[config.mk]
export PLATFORM = sky130hd
export DESIGN_NAME = lsu_logical_shift_unit
export DESIGN_NICKNAME = d
export VERILOG_FILES = /design/src/pkg/lsu_pkg.sv /design/src/core/lsu_dreg_file.sv /design/src/core/lsu_logical_shift_unit.sv
export VERILOG_INCLUDE_DIRS = /design/src /design/src/pkg
export SDC_FILE = /design/constraint.sdc
export NUM_CORES = 1
export LEC_CHECK = 0
export ABC_AREA = 1
export BUFFER_PORTS_ARGS = -buffer_cell sky130_fd_sc_hd__buf_2
export CELL_PAD_IN_SITES_DETAIL_PLACEMENT = 1
export CELL_PAD_IN_SITES_GLOBAL_PLACEMENT = 1
export CORE_AREA = 2 2 257 259
export CTS_CLUSTER_SIZE = 28
export DETAILED_ROUTE_END_ITERATION = 8
export DIE_AREA = 0 0 259 261
export PLACE_DENSITY_LB_ADDON = 0.1
export SYNTH_ARGS = -nofsm -noshare
export SYNTH_HDL_FRONTEND = slang
export SYNTH_HIERARCHICAL = 1
export SYNTH_SLANG_ARGS = --single-unit
[constraint.sdc]
create_clock -name sys_clk -period 2.5 [get_ports sys_clk]
set_clock_uncertainty 0.15 [all_clocks]
set_input_delay 0.5 -clock sys_clk [delete_from_list [all_inputs] [get_ports sys_clk]]
set_output_delay 0.5 -clock sys_clk [all_outputs]
set_load 0.1 [all_outputs]
[src/pkg/lsu_cfg.svh]
/*
 * Offsets, opcode field codes, flag positions and counts of the logical
 * shift unit. Assumes it is included by its bare name; a guard makes repeat inclusion harmless.
 */
`ifndef LSU_CFG_SVH
`define LSU_CFG_SVH

// ***************************************************
// register map (byte addresses)
// ***************************************************
`define LSU_OFS_OPCODE 8'h00
`define LSU_OFS_MEMWORD 8'h04
`define LSU_OFS_CCR 8'h08
`define LSU_OFS_STATUS 8'h0c
`define LSU_DREG_WIN 3'h1

// ***************************************************
// flag positions and reset values
// ***************************************************
`define LSU_CCR_X 4
`define LSU_CCR_N 3
`define LSU_CCR_Z 2
`define LSU_CCR_V 1
`define LSU_CCR_C 0
`define LSU_CCR_RST 5'h00
`define LSU_ST_BUSY 0
`define LSU_ST_ILLEGAL 1

// ***************************************************
// opcode decode codes
// ***************************************************
`define LSU_DIR_BIT 8
`define LSU_SRC_BIT 5
`define LSU_REG_TOP 4'he
`define LSU_REG_MID 2'h1
`define LSU_MEM_TOP 7'h71
`define LSU_MEM_SIZE 2'h3
`define LSU_SZ_BYTE 2'h0
`define LSU_SZ_WORD 2'h1
`define LSU_SZ_LONG 2'h2
`define LSU_EA_FIRST 3'h2
`define LSU_EA_LAST 3'h6
`define LSU_EA_ABS 3'h7
`define LSU_EA_ABSL 3'h1

// ***************************************************
// counts
// ***************************************************
`define LSU_IMM_ZERO_CNT 6'h08
`define LSU_MEM_CNT 6'h01
`define LSU_RD_LAST 2'h2

`endif

[src/pkg/lsu_pkg.sv]
/*
 * Types of the logical shift unit: sequencer states and the packed
 * state record. Assumes nothing of its surroundings.
 */
`default_nettype none

package lsu_pkg;

   typedef enum logic [1:0] {
      LSU_IDLE,
      LSU_RDCNT,
      LSU_RDDST,
      LSU_EXEC
   } lsu_fsm_t;

   typedef struct packed {
      lsu_fsm_t fsm;
      logic [15:0] opcode;
      logic [15:0] memWord;
      logic [4:0] ccr;
      logic illegal;
      logic [5:0] count;
      logic [1:0] rdStage;
      logic [31:0] rdData;
      logic [7:0] doneCnt;
   } lsu_state_t;

endpackage

`default_nettype wire

[src/core/lsu_dreg_file.sv]
/*
 * Data register file of the shift unit: one registered read port and
 * one write port. Assumes a single clock and synchronous reset.
 */
`timescale 1ns/1ps
`default_nettype none

module lsu_dreg_file #(
   parameter int WIDTH = 32,
   parameter int DEPTH = 8,
   parameter int AW = 3
) (
   input wire logic sys_clk,
   input wire logic reset,
   input wire logic [AW-1:0] rdAddr,
   output logic [WIDTH-1:0] rdData,
   input wire logic wrEn,
   input wire logic [AW-1:0] wrAddr,
   input wire logic [WIDTH-1:0] wrData
);

   typedef struct packed {
      logic [DEPTH-1:0][WIDTH-1:0] cells;
      logic [WIDTH-1:0] q;
   } lsu_rf_t;

   lsu_rf_t r;
   lsu_rf_t next_r;

   // read is registered so the data leave from a flop
   always_comb begin
      next_r = r;
      next_r.q = r.cells[rdAddr];
      for (int i = 0; i < DEPTH; i++) begin
         if (wrEn && (wrAddr == i[AW-1:0])) begin
            next_r.cells[i] = wrData;
         end
      end
   end

   always_ff @(posedge sys_clk) begin
      if (reset) begin
         r <= '0;
      end else begin
         r <= next_r;
      end
   end

   assign rdData = r.q;

endmodule

`default_nettype wire

[src/core/lsu_logical_shift_unit.sv]
/*
 * Logical shift unit: decodes shift opcodes, runs register and memory
 * form shifts and updates the condition flags, reached over Avalon-MM.
 * Assumes one clock, synchronous reset and a well-behaved bus master.
 */
// Notes on behaviour
// RL1: carry takes the final bit shifted out
// RL2: immediate count 1-7 as given, zero means eight
// RL3: register count is register value modulo 64
// RL4: register destinations shift byte, word or long
// RL5: memory operand shifts one place, always word
// RL6: left shift: top bit out, zeros fill low
// RL7: right shift: low bit out, zeros fill high
// RL8: extend from last bit out, kept on zero count
// RL9: carry cleared on zero count, else last bit
// RL10: negative and zero from result, overflow cleared
// RL11: register form decode and its register fields
// RL12: bit five picks immediate or register count
// RL13: bit eight picks direction, one means left
// RL14: size field: byte, word, long codes
// RL15: write back only bits inside operand width
// RL16: memory form decode with direction and address
// RL17: only memory alterable address modes are accepted
// RL18: oversize register count gives zero result
`timescale 1ns/1ps
`default_nettype none
`include "lsu_cfg.svh"

module lsu_logical_shift_unit (
   input wire logic sys_clk,
   input wire logic reset,
   input wire logic [7:0] avs_address,
   input wire logic avs_read,
   input wire logic avs_write,
   input wire logic [31:0] avs_writedata,
   input wire logic [3:0] avs_byteenable,
   output logic [31:0] avs_readdata,
   output logic avs_waitrequest,
   output logic [4:0] ccrFlags,
   output logic illegalOp
);

   // ***************************************************
   // decode helpers
   // ***************************************************

   function automatic logic isRegForm(input logic [15:0] op);
      isRegForm = (op[15:12] == `LSU_REG_TOP) && // [RL11]
         (op[4:3] == `LSU_REG_MID) && (op[7:6] != `LSU_MEM_SIZE);
   endfunction

   function automatic logic isMemForm(input logic [15:0] op);
      isMemForm = (op[15:9] == `LSU_MEM_TOP) && // [RL16]
         (op[7:6] == `LSU_MEM_SIZE);
   endfunction

   // memory alterable modes only [RL17]
   function automatic logic eaLegal(input logic [5:0] ea);
      eaLegal = ((ea[5:3] >= `LSU_EA_FIRST) && (ea[5:3] <= `LSU_EA_LAST))
         || ((ea[5:3] == `LSU_EA_ABS) && (ea[2:0] <= `LSU_EA_ABSL));
   endfunction

   function automatic logic [5:0] widthOf(input logic [1:0] sz);
      unique case (sz) // [RL14]
         `LSU_SZ_BYTE: widthOf = 6'h08;
         `LSU_SZ_WORD: widthOf = 6'h10;
         default: widthOf = 6'h20;
      endcase
   endfunction

   function automatic logic [31:0] maskOf(input logic [1:0] sz);
      unique case (sz)
         `LSU_SZ_BYTE: maskOf = 32'h0000_00ff;
         `LSU_SZ_WORD: maskOf = 32'h0000_ffff;
         default: maskOf = 32'hffff_ffff;
      endcase
   endfunction

   function automatic logic [31:0] mergeBe(input logic [31:0] old,
         input logic [31:0] nw, input logic [3:0] be);
      mergeBe = old;
      for (int b = 0; b < 4; b++) begin
         if (be[b]) begin
            mergeBe[b*8 +: 8] = nw[b*8 +: 8];
         end
      end
   endfunction

   // carry in bit 32, result below; counts past the width drop all bits
   function automatic logic [32:0] shiftOp(input logic [31:0] v,
         input logic [1:0] sz, input logic [5:0] cnt, input logic left);
      logic [31:0] vm;
      logic [31:0] res;
      logic [5:0] w;
      logic [5:0] idx;
      logic c;
      vm = v & maskOf(sz);
      w = widthOf(sz);
      if (left) begin
         res = (vm << cnt) & maskOf(sz); // [RL6]
         idx = w - cnt;
      end else begin
         res = vm >> cnt; // [RL7]
         idx = cnt - 6'h01;
      end
      c = 1'b0;
      if ((cnt != 6'h00) && (cnt <= w)) begin
         c = vm[idx[4:0]]; // [RL1] [RL18]
      end
      shiftOp = {c, res};
   endfunction

   // ***************************************************
   // state and register file
   // ***************************************************

   lsu_pkg::lsu_state_t s;
   lsu_pkg::lsu_state_t next_s;
   logic [2:0] memRdAddr;
   logic [31:0] memQ;
   logic memWrEn;
   logic [2:0] memWrAddr;
   logic [31:0] memWrData;
   logic [15:0] newOp;
   logic [31:0] operand;
   logic [1:0] opSize;
   logic [32:0] shifted;
   logic [5:0] opWidth;
   logic memForm;
   logic busy;

   lsu_dreg_file #(
      .WIDTH(32),
      .DEPTH(8),
      .AW(3)
   ) u_dregs (
      .sys_clk(sys_clk),
      .reset(reset),
      .rdAddr(memRdAddr),
      .rdData(memQ),
      .wrEn(memWrEn),
      .wrAddr(memWrAddr),
      .wrData(memWrData)
   );

   assign busy = (s.fsm != lsu_pkg::LSU_IDLE);
   assign memForm = isMemForm(s.opcode);
   assign opSize = memForm ? `LSU_SZ_WORD : s.opcode[7:6]; // [RL4] [RL5]
   assign opWidth = widthOf(opSize);
   assign operand = memForm ? {16'h0000, s.memWord} : memQ;
   assign shifted = shiftOp(operand, opSize, s.count,
      s.opcode[`LSU_DIR_BIT]); // [RL13]
   assign newOp = 16'(mergeBe({16'h0000, s.opcode}, avs_writedata,
      avs_byteenable));

   // ***************************************************
   // bus slave and sequencer
   // ***************************************************

   // reads take three edges so that read data always leave a flop
   always_comb begin
      next_s = s;
      memRdAddr = avs_address[4:2];
      memWrEn = 1'b0;
      memWrAddr = avs_address[4:2];
      memWrData = mergeBe(memQ, avs_writedata, avs_byteenable);
      unique case (s.fsm)
         lsu_pkg::LSU_IDLE: begin
            if (avs_read) begin
               if (s.rdStage == `LSU_RD_LAST) begin
                  next_s.rdStage = 2'h0;
               end else begin
                  next_s.rdStage = s.rdStage + 2'h1;
               end
               if (s.rdStage == 2'h1) begin
                  if (avs_address[7:5] == `LSU_DREG_WIN) begin
                     next_s.rdData = memQ;
                  end else begin
                     unique case (avs_address)
                        `LSU_OFS_OPCODE: next_s.rdData = {16'h0, s.opcode};
                        `LSU_OFS_MEMWORD: next_s.rdData = {16'h0, s.memWord};
                        `LSU_OFS_CCR: next_s.rdData = {27'h0, s.ccr};
                        `LSU_OFS_STATUS: next_s.rdData =
                           {16'h0, s.doneCnt, 6'h00, s.illegal, 1'b0};
                        default: next_s.rdData = 32'h0;
                     endcase
                  end
               end
            end
            if (avs_write) begin
               if (avs_address[7:5] == `LSU_DREG_WIN) begin
                  // read-modify-write would cost a cycle; lanes are
                  // merged onto the registered read, which holds the word addressed a cycle earlier
                  memWrEn = 1'b1;
                  memWrData = mergeBe(memQ, avs_writedata, avs_byteenable);
               end else begin
                  unique case (avs_address)
                     `LSU_OFS_OPCODE: begin
                        next_s.opcode = newOp;
                        if (isRegForm(newOp)) begin
                           next_s.fsm = lsu_pkg::LSU_RDCNT; // [RL11]
                        end else if (isMemForm(newOp) &&
                              eaLegal(newOp[5:0])) begin
                           next_s.count = `LSU_MEM_CNT; // [RL5]
                           next_s.fsm = lsu_pkg::LSU_EXEC;
                        end else begin
                           next_s.illegal = 1'b1; // [RL17]
                        end
                     end
                     `LSU_OFS_MEMWORD: begin
                        next_s.memWord = 16'(mergeBe({16'h0, s.memWord},
                           avs_writedata, avs_byteenable));
                     end
                     `LSU_OFS_CCR: begin
                        next_s.ccr = 5'(mergeBe({27'h0, s.ccr},
                           avs_writedata, avs_byteenable));
                     end
                     `LSU_OFS_STATUS: begin
                        // write one clears; no set can land here
                        if (avs_byteenable[0] &&
                              avs_writedata[`LSU_ST_ILLEGAL]) begin
                           next_s.illegal = 1'b0;
                        end
                     end
                     default: begin
                     end
                  endcase
               end
            end
         end
         lsu_pkg::LSU_RDCNT: begin
            memRdAddr = s.opcode[11:9];
            next_s.fsm = lsu_pkg::LSU_RDDST;
         end
         lsu_pkg::LSU_RDDST: begin
            memRdAddr = s.opcode[2:0];
            if (s.opcode[`LSU_SRC_BIT]) begin
               next_s.count = memQ[5:0]; // [RL12] [RL3]
            end else if (s.opcode[11:9] == 3'h0) begin
               next_s.count = `LSU_IMM_ZERO_CNT; // [RL2]
            end else begin
               next_s.count = {3'h0, s.opcode[11:9]}; // [RL2]
            end
            next_s.fsm = lsu_pkg::LSU_EXEC;
         end
         lsu_pkg::LSU_EXEC: begin
            memRdAddr = s.opcode[2:0];
            if (s.count != 6'h00) begin
               next_s.ccr[`LSU_CCR_X] = shifted[32]; // [RL8]
            end
            next_s.ccr[`LSU_CCR_C] = (s.count != 6'h00) & shifted[32]; // [RL9]
            next_s.ccr[`LSU_CCR_N] = shifted[opWidth - 6'h01]; // [RL10]
            next_s.ccr[`LSU_CCR_Z] = (shifted[31:0] == 32'h0); // [RL10]
            next_s.ccr[`LSU_CCR_V] = 1'b0; // [RL10]
            if (memForm) begin
               next_s.memWord = shifted[15:0]; // [RL5]
            end else begin
               memWrEn = 1'b1;
               memWrAddr = s.opcode[2:0];
               memWrData = (memQ & ~maskOf(opSize)) | shifted[31:0]; // [RL15]
            end
            next_s.doneCnt = s.doneCnt + 8'h01;
            next_s.fsm = lsu_pkg::LSU_IDLE;
         end
      endcase
   end

   always_ff @(posedge sys_clk) begin
      if (reset) begin
         s <= '0;
      end else begin
         s <= next_s;
      end
   end

   // ***************************************************
   // outputs
   // ***************************************************

   // the bus waits out a running shift rather than queue behind it
   assign avs_waitrequest = busy || (avs_read && (s.rdStage != `LSU_RD_LAST));
   assign avs_readdata = s.rdData;
   assign ccrFlags = s.ccr;
   assign illegalOp = s.illegal;
endmodule

`default_nettype wire

==> impl_metrics.csv <==
group,metric,value,unit
worst_setup_path,r2r-start,"s[81]",
worst_setup_path,cp.arrival,3580,ps
power_and_ir_drop,ir_worst_vdd,473,uV
synth,yosysTopAreaCell,"dfxtp_1",
min_path,hp-start,"avs_writedata[8]",
worst_setup_path,critPathLaunchType,"flop",
clock_tree,cts_tree,"built",
power_and_ir_drop,leakagePower,13.8,nW
worst_setup_path,cp_max_fo,8,
placement,port-buffer-count,86,
worst_setup_path,crit_start,"s[81]",
worst_setup_path,cp-endpoint,"ccrFlags[2]",
floorplanning,initial_core_util,34.6,%
final_layout,diodes,0,
synth,ys_types,48,
power_and_ir_drop,p_total,15.0,mW
grt,grt_pass1_wl,160,mm
floorplanning,num_rows,94,
route,drc_errors,0,
route,post_drt_wl_per_cell,22.1,um
synth,synth_top_area_share,33.4,%
clock_tree,cts.path.max_buffers,3,
power_and_ir_drop,power_density,465,nW/um2
synth,yosys_warnings,6,
timing,rsz0062_at_grt,"yes",
final_layout,fillers,8206,
placement,gp_congestion,0.968,
timing,hold_viol_final,0,
worst_setup_path,crit_type,"reg -> reg",
route,routed_wl,107,mm
route,drtAntennaViolNets,0,
grt,overflow,0,
worst_setup_path,worst-r2r-cell-count,24,
timing,timing.final.ws_setup,-694,ps
worst_setup_path,reg2reg_slack,-690,ps
min_path,holdCritPathClass,"in -> reg",
worst_setup_path,end_kind,"flop",
floorplanning,core,65000,um2
clock_tree,clock_latency,610,ps
final_layout,layout-drive-gt1-share,34.6,%
synth,seq_area_frac_synth,33.4,%
route,vias,26366,
timing,timing.final.crit_share,128,%
final_layout,final_nets,3976,
route,dr.pass1.iters,6,
timing,slew_headroom,49.4,%
synth,synth_area_leaders,"dfxtp_1 33%, nand3_1 13%, nand2_1 11%",
floorplanning,die_h,261,um
timing,maxSlewViolCount,0,
clock_tree,cts_buffers,47,
floorplanning,die_area,67600,um2
final_layout,final_common_cell,"nand2_1",
synth,ys.flop_type,"dfxtp_1",
run,cap_violations,0,
status,violations,"setup timing",
grt,groute.usage.overall,30.3,%
synth,synth_area,22500,um2
synth,synth_async_sr_flop_share,0,%
synth,netlist_instances,3509,
clock_tree,htree_levels,2,
timing,post-route-min-period,3190,ps
worst_setup_path,r2r-end,"ccrFlags[2]",
grt,antenna_found_initial,3,
synth,ys_ff_latch,376,
floorplanning,die_w,259,um
route,drt-initial-drc-count,1811,
grt,first_global_vias,26990,
status,outcome,"finished, violations left",
synth,synth_edf_count,0,
clock_tree,clkTransAtPathRegs,60,ps
floorplanning,ios,87,
grt,grt_max_degree,62,
clock_tree,cts.sinks,376,
synth,syn_area_per_cell,6.42,um2
final_layout,area_delta_synth_final,43.6,%
route,avgViaCountPerCell,5.47,
final_layout,fin_util,49.7,%
timing,tightest_slew,754,ps
worst_setup_path,cp_data_required_time,2890,ps
final_layout,mostFrequentLayoutCells,"538 x nand2_1, 473 x buf_4, 374 x inv_1",
timing,fmax,0.313,GHz
synth,synth_nets,3566,
timing,setup_viol,331,
clock_tree,cts_root_buf,"clkbuf_16",
placement,hpwl,77.3,mm
timing,tns,-148900,ps
[report_power, final]
part | switching [mW] | internal (mW)
registers | 0.0935 | 6.08
clock network | 2.83 | 3.94
logic | 1.35 | 0.738
[flip-flops by register name, indices dropped and copies added (netlist names)]
name,flops
s,50
ccrFlags,5
illegalOp,1
avs_readdata,32
u_dregs/rdData,32
u_dregs/r,256
[layout make-up]
cell class	instances	area [um2]	area share, %
Multi-Input combinational cell	2397	14700	45.3
Sequential cell	376	7540	23.3
Timing Repair Buffer	670	5870	18.2
Inverter	427	1650	5.12
Clock buffer	72	1390	4.30
Tap cell	864	1080	3.34
Clock inverter	13	149	0.460
[worst max-delay path, stage by stage (launching register included)]
cell	delay (ps)
dfxtp_2	320
inv_2	70
nand2_4	60
nor2_8	130
nand3_4	120
buf_12	160
buf_16	160
nand3_4	100
nand2_4	70
nand2_2	80
inv_2	50
nand2_2	90
nand3_2	110
buf_4	160
nand3_1	110
nand3_1	170
nand2_2	140
nand2_4	100
nor2_1	120
nand2_1	130
nor2_2	140
nand2_1	70
nor2_1	100
nand2_1	80
a21oi_2	110
[synthesized netlist by cell type, drive strengths merged (2+ instances only)]
cell type / number
a21oi: 390
clkbuf: 106
nor3: 15
inv: 421
nand4: 28
nand3: 594
nand2: 658
ha: 9
xnor2: 2
a221oi: 5
buf: 203
mux2: 3
xor2: 4
dfxtp: 376
a211oi: 9
o221ai: 5
nor2: 185
o21ai: 419
o211ai: 15
clkinv: 6
nor4: 5
a31oi: 18
o22ai: 25
[per-layer routing]
layer | share of wire, % | global-route usage [%] | routed length, um | vias up
li1 | - | - | - | 12431
met5 | 0.016 | 0 | 17 | -
met3 | 4.1 | 3.46 | 4330 | 198
met4 | 3.7 | 9.96 | 3960 | 2
met1 | 44 | 39.4 | 46800 | 13149
met2 | 48 | 52.1 | 51400 | 586
[cell families after synthesis]
kind of cell    count (synthesis)  share of synthesized area [%]
simple gates                 1487                           29.8
compound gates                892                           20.7
buf+inv                       736                           15.2
mux                             3                          0.150
fa+ha+maj                       9                          0.500
flops                         376                           33.4
xor+xnor                        6                          0.233
[timing repair]
item,CTS,global route
setup endpoints to repair,329,334
hold buffers,0,0
pin swaps,64,153
gates cloned,1,2
resized for setup,313,574
hold endpoints to repair,0,0
setup buffers,15,25
[how the worst min path moves through the flow]
| stage | to | slack [ps] | cells after the start |
|---|---|---|---|
| CTS | s[78] | 50 | 3 |
| global placement | u_dregs/r[273] | 290 | 2 |
| finish | s[78] | 60 | 3 |
| detailed placement | u_dregs/r[215] | 290 | 2 |
| floorplan | u_dregs/r[127] | 280 | 2 |
| global route | s[78] | 80 | 3 |
[through the flow]
step	worst slack [ps]	hold slack, ps	instances	instance area [um2]
floorplan	3.71	279	3509	22600
global placement	-910	286	4702	27200
detailed placement	-964	294	4702	27200
CTS	-646	49.3	4800	29800
global route	-872	75.6	4819	32300
finish	-694	58.9	4819	32300
Power figures use the tool's default switching activity.
